<file path="src/tuning_pkg.sv">
// Shared constants for the high-speed tuning register bank
package tuning_pkg;
    // Register offsets as seen through the serial target port
    localparam logic [7:0] EUSB_TX_OFS = 8'h05;  // eUSB2-side transmit tuning
    localparam logic [7:0] USB_RX_OFS  = 8'h06;  // usb2_receive_tuning
    localparam logic [7:0] USB_TX_OFS  = 8'h07;  // usb2_transmit_tuning

    // Field positions (least significant bit of each field)
    localparam int SQ_LSB  = 4;  // Squelch threshold, bits 6:4
    localparam int EQ_LSB  = 0;  // Receive equalization, bits 2:0
    localparam int DUR_LSB = 4;  // De-emphasis duration, bits 5:4
    localparam int LVL_LSB = 0;  // De-emphasis level, bits 2:0
    localparam int ESW_LSB = 4;  // eUSB2 output swing, bits 5:4
    localparam int EDE_LSB = 0;  // eUSB2 de-emphasis level, bits 1:0

    // Values after reset
    localparam logic [2:0] SQ_RST  = 3'h4;
    localparam logic [2:0] EQ_RST  = 3'h0;
    localparam logic [1:0] DUR_RST = 2'h2;
    localparam logic [2:0] LVL_RST = 3'h2;
    localparam logic [1:0] ESW_RST = 2'h1;
    localparam logic [1:0] EDE_RST = 2'h0;

    // De-emphasis level code that is never accepted
    localparam logic [2:0] LVL_RESERVED = 3'h7;

    // Serial target address; value is arbitrary
    localparam logic [6:0] TARGET_ADDR = 7'h2a;
endpackage

</file>
<file path="src/reg_if.sv">
`timescale 1ns/100ps
`default_nettype none
// Write strobe, pointer and data between the serial front end and the bank
interface reg_if;
    logic       wr_stb;  // One-cycle write pulse
    logic [7:0] addr;    // Register pointer
    logic [7:0] wdata;   // Byte to write
    logic [7:0] rdata;   // Byte read at the pointer
    modport ctrl (output wr_stb, output addr, output wdata, input rdata);
    modport regs (input wr_stb, input addr, input wdata, output rdata);
endinterface
`default_nettype wire

</file>
<file path="src/tuning_regs.sv">
`timescale 1ns/100ps
`default_nettype none
// Holds the tuning fields and answers reads at the pointer
module tuning_regs (
    input  wire logic       clk_in,     // Core clock
    input  wire logic       rst_n_in,   // Synchronous reset, active low
    reg_if.regs             bus,        // Write and read access
    output logic [2:0]      sq_out,     // Squelch threshold code
    output logic [2:0]      eq_out,     // Receive equalization code
    output logic [1:0]      dur_out,    // De-emphasis duration code
    output logic [2:0]      lvl_out,    // De-emphasis level code
    output logic [1:0]      esw_out,    // eUSB2 swing code
    output logic [1:0]      ede_out     // eUSB2 de-emphasis code
);
    // Field storage
    logic [2:0] sq_q;
    logic [2:0] eq_q;
    logic [1:0] dur_q;
    logic [2:0] lvl_q;
    logic [1:0] esw_q;
    logic [1:0] ede_q;

    // Address decode of the write strobe
    wire logic wr_rx  = bus.wr_stb && (bus.addr == tuning_pkg::USB_RX_OFS);
    wire logic wr_tx  = bus.wr_stb && (bus.addr == tuning_pkg::USB_TX_OFS);
    wire logic wr_etx = bus.wr_stb && (bus.addr == tuning_pkg::EUSB_TX_OFS);
    // Level code check before it is accepted
    wire logic lvl_ok = bus.wdata[tuning_pkg::LVL_LSB +: 3] != tuning_pkg::LVL_RESERVED;

    // Receive tuning register
    always_ff @(posedge clk_in) begin
        if (!rst_n_in) begin
            sq_q <= tuning_pkg::SQ_RST;
            eq_q <= tuning_pkg::EQ_RST;
        end else if (wr_rx) begin
            sq_q <= bus.wdata[tuning_pkg::SQ_LSB +: 3];
            eq_q <= bus.wdata[tuning_pkg::EQ_LSB +: 3];
        end
    end

    // USB2 transmit tuning register; a reserved level code leaves the level alone
    always_ff @(posedge clk_in) begin
        if (!rst_n_in) begin
            dur_q <= tuning_pkg::DUR_RST;
            lvl_q <= tuning_pkg::LVL_RST;
        end else if (wr_tx) begin
            dur_q <= bus.wdata[tuning_pkg::DUR_LSB +: 2];
            if (lvl_ok) begin
                lvl_q <= bus.wdata[tuning_pkg::LVL_LSB +: 3];
            end
        end
    end

    // eUSB2 transmit tuning register
    always_ff @(posedge clk_in) begin
        if (!rst_n_in) begin
            esw_q <= tuning_pkg::ESW_RST;
            ede_q <= tuning_pkg::EDE_RST;
        end else if (wr_etx) begin
            esw_q <= bus.wdata[tuning_pkg::ESW_LSB +: 2];
            ede_q <= bus.wdata[tuning_pkg::EDE_LSB +: 2];
        end
    end

    // Read selection; unused bit slots read as zero, unmapped offsets read zero
    assign bus.rdata = (bus.addr == tuning_pkg::USB_RX_OFS)  ? {1'b0, sq_q, 1'b0, eq_q} :
                       (bus.addr == tuning_pkg::USB_TX_OFS)  ? {2'b00, dur_q, 1'b0, lvl_q} :
                       (bus.addr == tuning_pkg::EUSB_TX_OFS) ? {2'b00, esw_q, 2'b00, ede_q} :
                       8'h00;

    assign sq_out  = sq_q;
    assign eq_out  = eq_q;
    assign dur_out = dur_q;
    assign lvl_out = lvl_q;
    assign esw_out = esw_q;
    assign ede_out = ede_q;
endmodule
`default_nettype wire

</file>
<file path="src/usb2_hs_signal_tuning_regs.sv">
`timescale 1ns/100ps
`default_nettype none
module usb2_hs_signal_tuning_regs (
    input  wire logic       REF_CLK_IN,              // Core clock, 250 MHz
    input  wire logic       RESETN_IN,               // Synchronous reset, active low
    input  wire logic       SCL_IN,                  // Serial clock pin level
    input  wire logic       SDA_IN,                  // Serial data pin level
    output logic            SDA_OUT,                 // Serial data drive value, always low
    output logic            SDA_OE_OUT,              // High while pulling serial data low
    input  wire logic       HS_RX_ACTIVE_IN,         // Receiver is in high-speed mode
    output logic [2:0]      USB2_HS_SQUELCH_OUT,     // Squelch threshold code
    output logic [2:0]      USB2_HS_RX_EQ_OUT,       // Equalization code, zero outside HS
    output logic            USB2_HS_RX_TUNE_EN_OUT,  // Receive tuning in force
    output logic [1:0]      USB2_HS_DEEMPH_DUR_OUT,  // De-emphasis duration code
    output logic [2:0]      USB2_HS_DEEMPH_LVL_OUT,  // De-emphasis level code
    output logic [1:0]      EUSB2_HS_DEEMPH_LVL_OUT, // eUSB2 de-emphasis level code
    output logic [1:0]      EUSB2_HS_TX_SWING_OUT    // eUSB2 output swing code
);
    // Serial protocol states
    typedef enum logic [6:0] {
        ST_IDLE  = 7'h01,  // Waiting for a start
        ST_ADDR  = 7'h02,  // Shifting the address byte
        ST_ACKA  = 7'h04,  // Acknowledging the address
        ST_WDATA = 7'h08,  // Shifting a written byte
        ST_ACKW  = 7'h10,  // Acknowledging a written byte
        ST_RDATA = 7'h20,  // Sending a read byte
        ST_ACKR  = 7'h40   // Sampling the controller acknowledge
    } i2c_state_e;

    reg_if bus ();  // Access path to the register bank

    // Pin synchronisers: bit 0 clock, bit 1 data, bit 2 high-speed flag
    logic [2:0] sync1_q;
    logic [2:0] sync2_q;
    logic [1:0] prev_q;  // Previous synchronised clock and data

    // Protocol state
    i2c_state_e state_q;
    logic [7:0] shift_q;    // Shift register for in and out bytes
    logic [2:0] cnt_q;      // Bit counter
    logic       done_q;     // Eight bits shifted
    logic       first_q;    // Next written byte is the pointer
    logic       rw_q;       // Read requested in the address byte
    logic       mack_q;     // Controller acknowledged the read byte
    logic [7:0] ptr_q;      // Register pointer
    logic       wr_q;       // Write pulse into the bank
    logic       oe_q;       // Data pin pull-down
    logic       sda_out_q;  // Drive value of the data pin

    // Bank fields
    logic [2:0] sq_w;
    logic [2:0] eq_w;
    logic [1:0] dur_w;
    logic [2:0] lvl_w;
    logic [1:0] esw_w;
    logic [1:0] ede_w;

    // Bus events decoded from the synchronised pins
    wire logic scl_s    = sync2_q[0];
    wire logic sda_s    = sync2_q[1];
    wire logic hs_s     = sync2_q[2];
    wire logic scl_rise = scl_s & ~prev_q[0];
    wire logic scl_fall = ~scl_s & prev_q[0];
    wire logic start    = scl_s & prev_q[0] & prev_q[1] & ~sda_s;
    wire logic stop     = scl_s & prev_q[0] & ~prev_q[1] & sda_s;
    wire logic addr_hit = shift_q[7:1] == tuning_pkg::TARGET_ADDR;
    wire logic last_bit = cnt_q == 3'h7;

    assign bus.wr_stb = wr_q;
    assign bus.addr   = ptr_q;
    assign bus.wdata  = shift_q;

    // Register bank
    tuning_regs u_regs (
        .clk_in   (REF_CLK_IN),
        .rst_n_in (RESETN_IN),
        .bus      (bus),
        .sq_out   (sq_w),
        .eq_out   (eq_w),
        .dur_out  (dur_w),
        .lvl_out  (lvl_w),
        .esw_out  (esw_w),
        .ede_out  (ede_w)
    );

    // Two-stage synchronisers and edge history
    always_ff @(posedge REF_CLK_IN) begin
        if (!RESETN_IN) begin
            sync1_q <= 3'h3;
            sync2_q <= 3'h3;
            prev_q  <= 2'h3;
        end else begin
            sync1_q <= {HS_RX_ACTIVE_IN, SDA_IN, SCL_IN};
            sync2_q <= sync1_q;
            prev_q  <= sync2_q[1:0];
        end
    end

    // Serial target: address match, pointer, auto-increment writes and reads
    always_ff @(posedge REF_CLK_IN) begin
        if (!RESETN_IN) begin
            state_q <= ST_IDLE;
            shift_q <= 8'h00;
            cnt_q   <= 3'h0;
            done_q  <= 1'b0;
            first_q <= 1'b0;
            rw_q    <= 1'b0;
            mack_q  <= 1'b0;
            ptr_q   <= 8'h00;
            wr_q    <= 1'b0;
            oe_q    <= 1'b0;
        end else if (start) begin
            // Start or repeated start: expect an address
            state_q <= ST_ADDR;
            cnt_q   <= 3'h0;
            done_q  <= 1'b0;
            wr_q    <= 1'b0;
            oe_q    <= 1'b0;
        end else if (stop) begin
            // Stop releases the bus
            state_q <= ST_IDLE;
            wr_q    <= 1'b0;
            oe_q    <= 1'b0;
        end else begin
            wr_q <= 1'b0;
            if (wr_q) begin
                ptr_q <= ptr_q + 8'h01;  // Advance after each stored byte
            end
            case (state_q)
                ST_ADDR, ST_WDATA: begin
                    if (scl_rise) begin
                        shift_q <= {shift_q[6:0], sda_s};
                        cnt_q   <= cnt_q + 3'h1;
                        done_q  <= last_bit;
                    end else if (scl_fall && done_q) begin
                        done_q <= 1'b0;
                        if (state_q == ST_ADDR) begin
                            // Acknowledge only our own address
                            state_q <= addr_hit ? ST_ACKA : ST_IDLE;
                            oe_q    <= addr_hit;
                            rw_q    <= shift_q[0];
                        end else begin
                            state_q <= ST_ACKW;
                            oe_q    <= 1'b1;
                            first_q <= 1'b0;
                            if (first_q) begin
                                ptr_q <= shift_q;  // First byte sets the pointer
                            end else begin
                                wr_q <= 1'b1;
                            end
                        end
                    end
                end
                ST_ACKA, ST_ACKW: begin
                    if (scl_fall) begin
                        cnt_q <= 3'h0;
                        if (rw_q) begin
                            // Present the first read byte
                            state_q <= ST_RDATA;
                            shift_q <= bus.rdata;
                            oe_q    <= ~bus.rdata[7];
                            ptr_q   <= ptr_q + 8'h01;
                        end else begin
                            state_q <= ST_WDATA;
                            oe_q    <= 1'b0;
                            first_q <= state_q == ST_ACKA;
                        end
                    end
                end
                ST_RDATA: begin
                    if (scl_rise) begin
                        cnt_q  <= cnt_q + 3'h1;
                        done_q <= last_bit;
                    end else if (scl_fall) begin
                        if (done_q) begin
                            done_q  <= 1'b0;
                            state_q <= ST_ACKR;
                            oe_q    <= 1'b0;
                        end else begin
                            shift_q <= {shift_q[6:0], 1'b0};
                            oe_q    <= ~shift_q[6];
                        end
                    end
                end
                ST_ACKR: begin
                    if (scl_rise) begin
                        mack_q <= ~sda_s;
                    end else if (scl_fall) begin
                        // Acknowledged: next byte; otherwise stay off the bus
                        cnt_q   <= 3'h0;
                        state_q <= mack_q ? ST_RDATA : ST_IDLE;
                        if (mack_q) begin
                            shift_q <= bus.rdata;
                            oe_q    <= ~bus.rdata[7];
                            ptr_q   <= ptr_q + 8'h01;
                        end
                    end
                end
                ST_IDLE: begin
                    oe_q <= 1'b0;
                end
                default: begin
                    state_q <= ST_IDLE;
                    oe_q    <= 1'b0;
                end
            endcase
        end
    end

    // Output flops toward the analog front ends
    always_ff @(posedge REF_CLK_IN) begin
        if (!RESETN_IN) begin
            sda_out_q              <= 1'b0;
            USB2_HS_SQUELCH_OUT    <= tuning_pkg::SQ_RST;
            USB2_HS_RX_EQ_OUT      <= 3'h0;
            USB2_HS_RX_TUNE_EN_OUT <= 1'b0;
            USB2_HS_DEEMPH_DUR_OUT <= tuning_pkg::DUR_RST;
            USB2_HS_DEEMPH_LVL_OUT <= tuning_pkg::LVL_RST;
            EUSB2_HS_DEEMPH_LVL_OUT <= tuning_pkg::EDE_RST;
            EUSB2_HS_TX_SWING_OUT  <= tuning_pkg::ESW_RST;
        end else begin
            sda_out_q              <= 1'b0;
            USB2_HS_SQUELCH_OUT    <= sq_w;
            USB2_HS_RX_EQ_OUT      <= hs_s ? eq_w : 3'h0;
            USB2_HS_RX_TUNE_EN_OUT <= hs_s;
            USB2_HS_DEEMPH_DUR_OUT <= dur_w;
            USB2_HS_DEEMPH_LVL_OUT <= lvl_w;
            EUSB2_HS_DEEMPH_LVL_OUT <= ede_w;
            EUSB2_HS_TX_SWING_OUT  <= esw_w;
        end
    end

    assign SDA_OUT    = sda_out_q;
    assign SDA_OE_OUT = oe_q;
endmodule
`default_nettype wire

</file>
<file path="config.mk">
export PLATFORM = sky130hd
export DESIGN_NAME = usb2_hs_signal_tuning_regs
export DESIGN_NICKNAME = d
export VERILOG_FILES = /design/src/tuning_pkg.sv /design/src/reg_if.sv /design/src/tuning_regs.sv /design/src/usb2_hs_signal_tuning_regs.sv
export SDC_FILE = /design/constraint.sdc
export NUM_CORES = 1
export LEC_CHECK = 0
export BUFFER_PORTS_ARGS = -buffer_cell sky130_fd_sc_hd__buf_2
export CAP_MARGIN = 20
export CORE_MARGIN = 4
export CORE_UTILIZATION = 30
export DETAILED_ROUTE_END_ITERATION = 7
export PLACE_DENSITY = 0.56
export SLEW_MARGIN = 20
export SYNTH_ARGS = -nofsm -noshare
export SYNTH_HDL_FRONTEND = slang
export SYNTH_SLANG_ARGS = --single-unit
</file>
<file path="constraint.sdc">
create_clock -name REF_CLK_IN -period 2.69 [get_ports REF_CLK_IN]
set_input_delay 0.4035 -clock REF_CLK_IN [delete_from_list [all_inputs] [get_ports REF_CLK_IN]]
set_output_delay 0.4035 -clock REF_CLK_IN [all_outputs]
set_load 0.01 [all_outputs]
</file>
### Word level (Yosys, flattened, before mapping)

Index checks and enable logic that the tools add are counted.
W data, S select, Z words.

| storage, ports and cells | value |
|---|---|
| bits in registers | 71 |
| bits in latches | 0 |
| RAM bits | 0 |
| memory bits (read-only) | 0 |
| input bits | 5 |
| output and inout port bits | 18 |
| memories | 0 |

| cells by class | value |
|---|---|
| add/sub/neg operators | 2 |
| $mul | 0 |
| div/mod/pow operators | 0 |
| magnitude comparators | 0 |
| eq/ne operators | 39 |
| shift operators | 0 |
| mux-type cells | 67 |
| bitwise logic cells | 20 |
| reduce and logical (&&, ||, !) cells | 26 |

Operators by type and width:

| operator | count |
|---|---|
| $mux W8 | 21 |
| $mux W7 | 8 |
| $pmux W7 S5 | 1 |
| $ne A4 B4 Y1 const B | 8 |
| $pmux W8 S4 | 1 |
| $ne A2 B2 Y1 const B | 14 |
| $eq A8 B3 Y1 const B | 3 |
| $pmux W8 S3 | 1 |
| $mux W1 | 21 |
| $mux W6 | 3 |
| $reduce_and A9 Y1 | 2 |
| $reduce_and A8 Y1 | 2 |
| $eq A7 B6 Y1 const B | 2 |
| $not A1 Y1 | 13 |
| $mux W3 | 4 |
| $ne A3 B3 Y1 const B | 4 |
| $reduce_and A12 Y1 | 1 |
| $reduce_and A4 Y1 | 3 |
| $pmux W3 S3 | 1 |
| $add A8 B1 Y8 const B | 1 |
| $and A1 B1 Y1 | 7 |
| $eq A7 B1 Y1 const B | 1 |
| $eq A7 B2 Y1 const B | 1 |
| $eq A7 B3 Y1 const B | 1 |
| other kinds (19) | 30 |

### Logic depth before layout (Yosys ltp)

| logic depth | value |
|---|---|
| depth after elaboration | 9 |
| gate-level depth with buffers | 11 |
| depth with buffers taken out | 8 |

### Cells and area by module

From an unflattened synthesis, not the netlist that was laid out.

| unflattened totals | value |
|---|---|
| cell total of the unflattened synthesis | 424 |
| area total of the unflattened synthesis | 3,747.3 um2 |

By module, submodules not included:

| module | instances | cells an instance | area each (um2) | seq. area each (um2) |
|---|---|---|---|---|
| usb2_hs_signal_tuning_regs | 1 | 339 | 3,000.4 | 1,121.1 |
| tuning_regs | 1 | 85 | 747.0 | 300.3 |

### Least setup slack after synthesis

OpenSTA, ideal clock, no wires.

| timing | value |
|---|---|
| path kind | register -> register |
| start point | reg prev_q[0] |
| end point | reg ptr_q[6], in the netlist bus.addr[6] |
| arrival | 2.237 ns |
| data required time | 2.604 ns |
| setup slack | 0.367 ns |
| stages on the path, launching flop included | 10 |
| cell sequence | dfxtp_1 inv_1 ha_1 clkbuf_1 nand3b_1 and4_1 nor3_1 a21oi_2 or4_1 a221oi_2 |

| on the way | value |
|---|---|
| word-level cells in the longest chain between the ends | 5 |

Ends and longest elaborated chain:

| element | line | source |
|---|---|---|
| start: declaration | usb2_hs_signal_tuning_regs.sv:35 | `logic [1:0] prev_q;` |
| start signal: assignment | usb2_hs_signal_tuning_regs.sv:95 | `prev_q <= sync2_q[1:0];` |
| $and A1 B1 Y1, on equally long branches | usb2_hs_signal_tuning_regs.sv:63, usb2_hs_signal_tuning_regs.sv:64, usb2_hs_signal_tuning_regs.sv:65 |  |
| $logic_and A1 B1 Y1, or another cell as far along | usb2_hs_signal_tuning_regs.sv:135 | `end else if (scl_fall && done_q) begin` |
| $mux W8, or another cell as far along | usb2_hs_signal_tuning_regs.sv:135 |  |
| $mux W8 or $not A1 Y1 (tied branches) | - |  |
| $pmux W8 S3 or $reduce_and A2 Y1 (tied branches) | - |  |
| end signal: assignment | usb2_hs_signal_tuning_regs.sv:127 | `ptr_q <= ptr_q + 8'h01;` |
| end signal: assignment | usb2_hs_signal_tuning_regs.sv:147 | `ptr_q <= shift_q;` |
| end signal: assignment | usb2_hs_signal_tuning_regs.sv:162 | `ptr_q <= ptr_q + 8'h01;` |
| end: declaration | usb2_hs_signal_tuning_regs.sv:45 | `logic [7:0] ptr_q;` |

Several ways; a longest one is shown, not always the timed one.
A chain may end at the register's enable or synchronous reset.

### Final worst setup path

| timing | value |
|---|---|
| start point | reg sync2_q[0] |
| end point | reg ptr_q[0], in the netlist bus.addr[0] |

| on the way | value |
|---|---|
| word-level cells in the longest chain between the ends | 6 |

Ends and longest elaborated chain:

| element | line | source |
|---|---|---|
| start: declaration | usb2_hs_signal_tuning_regs.sv:34 | `logic [2:0] sync2_q;` |
| start signal: assignment | usb2_hs_signal_tuning_regs.sv:94 | `sync2_q <= sync1_q;` |
| $not A1 Y1 | usb2_hs_signal_tuning_regs.sv:63 | `wire logic scl_fall = ~scl_s & prev_q[0];` |
| $and A1 B1 Y1 | usb2_hs_signal_tuning_regs.sv:63 |  |
| $logic_and A1 B1 Y1 | usb2_hs_signal_tuning_regs.sv:135 |  |
| $mux W8 | usb2_hs_signal_tuning_regs.sv:135 |  |
| $mux W8 | usb2_hs_signal_tuning_regs.sv:131 | `if (scl_rise) begin` |
| $pmux W8 S3 | usb2_hs_signal_tuning_regs.sv:129 | `case (state_q)` |

Several ways; a longest one is shown, not always the timed one.

==> results_dict.tcl <==
set metrics [dict create \
    clk_path_buf_depth 2 \
    drive_above_1_share_pct 19.5 \
    syn_area_per_cell_um2 8.92 \
    finalHoldViolCount 0 \
    cp-start-kind "flip-flop" \
    grtUsageMet2_pct 21.5 \
    synth-simple-area-share_pct 27.8 \
    cp.arrival_ns 2.72 \
    die_width_um 118 \
    firstDrtPassIters 5 \
    yosys.area.top_type "dfxtp_1" \
    cts_buffers 9 \
    regArea_um2 1420 \
    final_nets 433 \
    grt_setup_unrepaired "false" \
    place_congestion 0.939 \
    die_h_um 118 \
    tightest_slew_ns 0.681 \
    hold_buffers 0 \
    drc 0 \
    cp-startpoint "sync2_q[0]$_SDFF_PN1_" \
    vdd_drop_max_uv 255 \
    die_area_um2 13900 \
    synth_compound_area_share_pct 19.5 \
    slew_violations 0 \
    grt_antenna_before_repair 0 \
    relSlewSlack_pct 54.5 \
    antenna_violating_nets_post_route 0 \
    antenna_cells 0 \
    worstHoldPathType "primary input to flip-flop" \
    htreeDepth 3 \
    period_share_pct 93.5 \
    yosys.area_share.adder_pct 2.77 \
    fin_crit_ns 2.52 \
    cap_viol_max_count 0 \
    clk_latency_ns 0.34 \
    io_pins 23 \
    ys.flop_type "dfxtp_1" \
    grtUsageMet1_pct 17.6 \
    rrSetupSlack_ns 0.17 \
    core_area_um2 11600 \
    clock-skew-final_ns 0.00476 \
    min_to "sync1_q[1]$_SDFF_PN1_" \
    cp.required_ns 2.90 \
    initial_core_util_pct 31.1 \
    synth_area_leaders "dfxtp_1 39%, mux2i_1 3.9%, a21oi_1 3.3%" \
    layout_common_cells "71 x dfxtp_1, 31 x nand2_1, 31 x nor2_1" \
    final_cell_area_um2 4150 \
    finalSetupViolations 0 \
    status "completed" \
    yosys_warnings 0 \
    r2r-end "bus.addr[0]$_SDFFE_PN0P_" \
    synth_edf_count 0 \
    final_common_cell "dfxtp_1" \
    synthMuxAreaShare_pct 3.88 \
    cts_resized 0 \
    port_buffers 21 \
    cts-root-buf "clkbuf_16" \
    synth_top_family_by_area "simple AND/OR/NAND/NOR gates" \
    ys_seq_elements 71 \
    syn_to_final_growth_pct 14.9 \
    p_leak_nw 1.55 \
    rr_startpoint "sync2_q[0]$_SDFF_PN1_" \
    netlist_area_um2 3610 \
    fin_tns_setup_ns 0 \
    grt_use_met3_pct 3.32 \
    ys_types 70 \
    grtUsageTotal_pct 13.6 \
    grt_pass1_wl_mm 15.5 \
    top_usage_layer "met2" \
    cp_max_fo 9 \
    drtIter0Drc 220 \
    routed_via_density 5.49 \
    num_vias 3116 \
    cts_tree "built" \
    seq_area_frac_synth_pct 39.3 \
    first_global_vias 3013 \
    grt_max_degree 26 \
    rows 39 \
    max_freq_mhz 398 \
    reg2regPathDepth 8 \
    synth_xor_area_share_pct 1.18 \
    synth_top_area_share_pct 39.3 \
    routed_wl_mm 9.14 \
    ys_async_sr_fraction_pct 0 \
    p_total_w 0.00246 \
    criticalPathCategory "flip-flop to flip-flop" \
    multi_input_area_um2 2000 \
    power.density_nw_per_um2 593 \
    place_area_um2 3850 \
    grt_overflow 0 \
    dp_hpwl_mm 6.42 \
    synth_fp_nets 418 \
    whs_path_depth 2 \
    postCtsSetupRepairBufs 0 \
    wl_per_cell_um 16.1 \
    hold_start "SDA_IN" \
    fin_util_pct 35.7 \
    syn-instance-count 405 \
    clock_sinks 71 \
    n_fill_cell 1187 \
    clkTransAtPathRegs_ns 0.06 \
    cp-end-kind "flip-flop" \
]
[routing by layer]
metal	up-vias	wire length [µm]	part of all wire [%]
li1	1515	-	-
met1	1483	4130	45
met2	96	4270	47
met3	22	483	5.3
met4	0	257	2.8
met5	-	0	0
[worst max path at each step]
| stage | endpoint |
|---|---|
| after floorplan | bus.addr[6]$_SDFFE_PN0P_ |
| after global placement | bus.wdata[6]$_SDFFE_PN0P_ |
| after detailed placement | bus.addr[6]$_SDFFE_PN0P_ |
| after CTS | bus.addr[6]$_SDFFE_PN0P_ |
| after global routing | bus.addr[0]$_SDFFE_PN0P_ |
| final | bus.addr[0]$_SDFFE_PN0P_ |
[sequential cells by signal, summed over array words and instances, names as in the netlist, 3 cells and up]
register and count:
bus.addr 8, bus.wdata 8, state_q 7, USB2_HS_DEEMPH_LVL_OUT 3, USB2_HS_RX_EQ_OUT 3, USB2_HS_SQUELCH_OUT 3
cnt_q 3, sync1_q 3, sync2_q 3, u_regs.eq_out 3, u_regs.lvl_out 3, u_regs.sq_out 3
[area by class of cell]
class | count | share of cell area (%)
Clock buffer | 10 | 5.52
Clock inverter | 6 | 1.66
Multi-Input combinational cell | 292 | 48.2
Sequential cell | 71 | 34.2
Tap cell | 143 | 4.31
Inverter | 11 | 0.995
Timing Repair Buffer | 35 | 5.06
[critical path: stages, from the launching register on]
cell and delay [ns]:
dfxtp_1 0.33, inv_1 0.08, ha_1 0.37, and3b_1 0.29
nand4_2 0.22, a2111o_1 0.51, a22o_2 0.28, a211oi_2 0.23
a2111oi_2 0.07
[metrics by stage]
stage               setup WS [ns]  std cells  hold slack, ns
floorplan                   0.367        405           0.386
global placement            0.268        552           0.389
detailed placement          0.191        552           0.395
CTS                         0.176        568           0.234
global route               0.0504        568           0.260
finish                      0.175        568           0.239
[Yosys cell counts (all sizes together), types with 13 or more instances]
| master | number |
|---|---|
| nor3 | 15 |
| mux2i | 14 |
| nand2 | 31 |
| nand2b | 14 |
| a21oi | 25 |
| dfxtp | 71 |
| buf | 13 |
| clkbuf | 18 |
| nand3 | 25 |
| and2 | 15 |
| o21ai | 14 |
| nor2 | 31 |
[power by group]
group | switching [W] | leakage (nW) | internal (W) | total, W
Sequential | 0.0000304 | 0.575 | 0.00107 | 0.00110
Clock | 0.000475 | 0.143 | 0.000724 | 0.00120
Combinational | 0.000104 | 0.834 | 0.0000582 | 0.000162
Total | 0.000610 | 1.55 | 0.00185 | 0.00246
[kinds of logic after synthesis]
kind of cell,after synthesis
adders and majority gates,8
muxes,14
AOI/OAI and AO/OA,90
DFF,71
other,1
and+or+nand+nor,175
buffers and inverters,42
xor gates and xnor gates,4
Power figures use the tool's default switching activity.
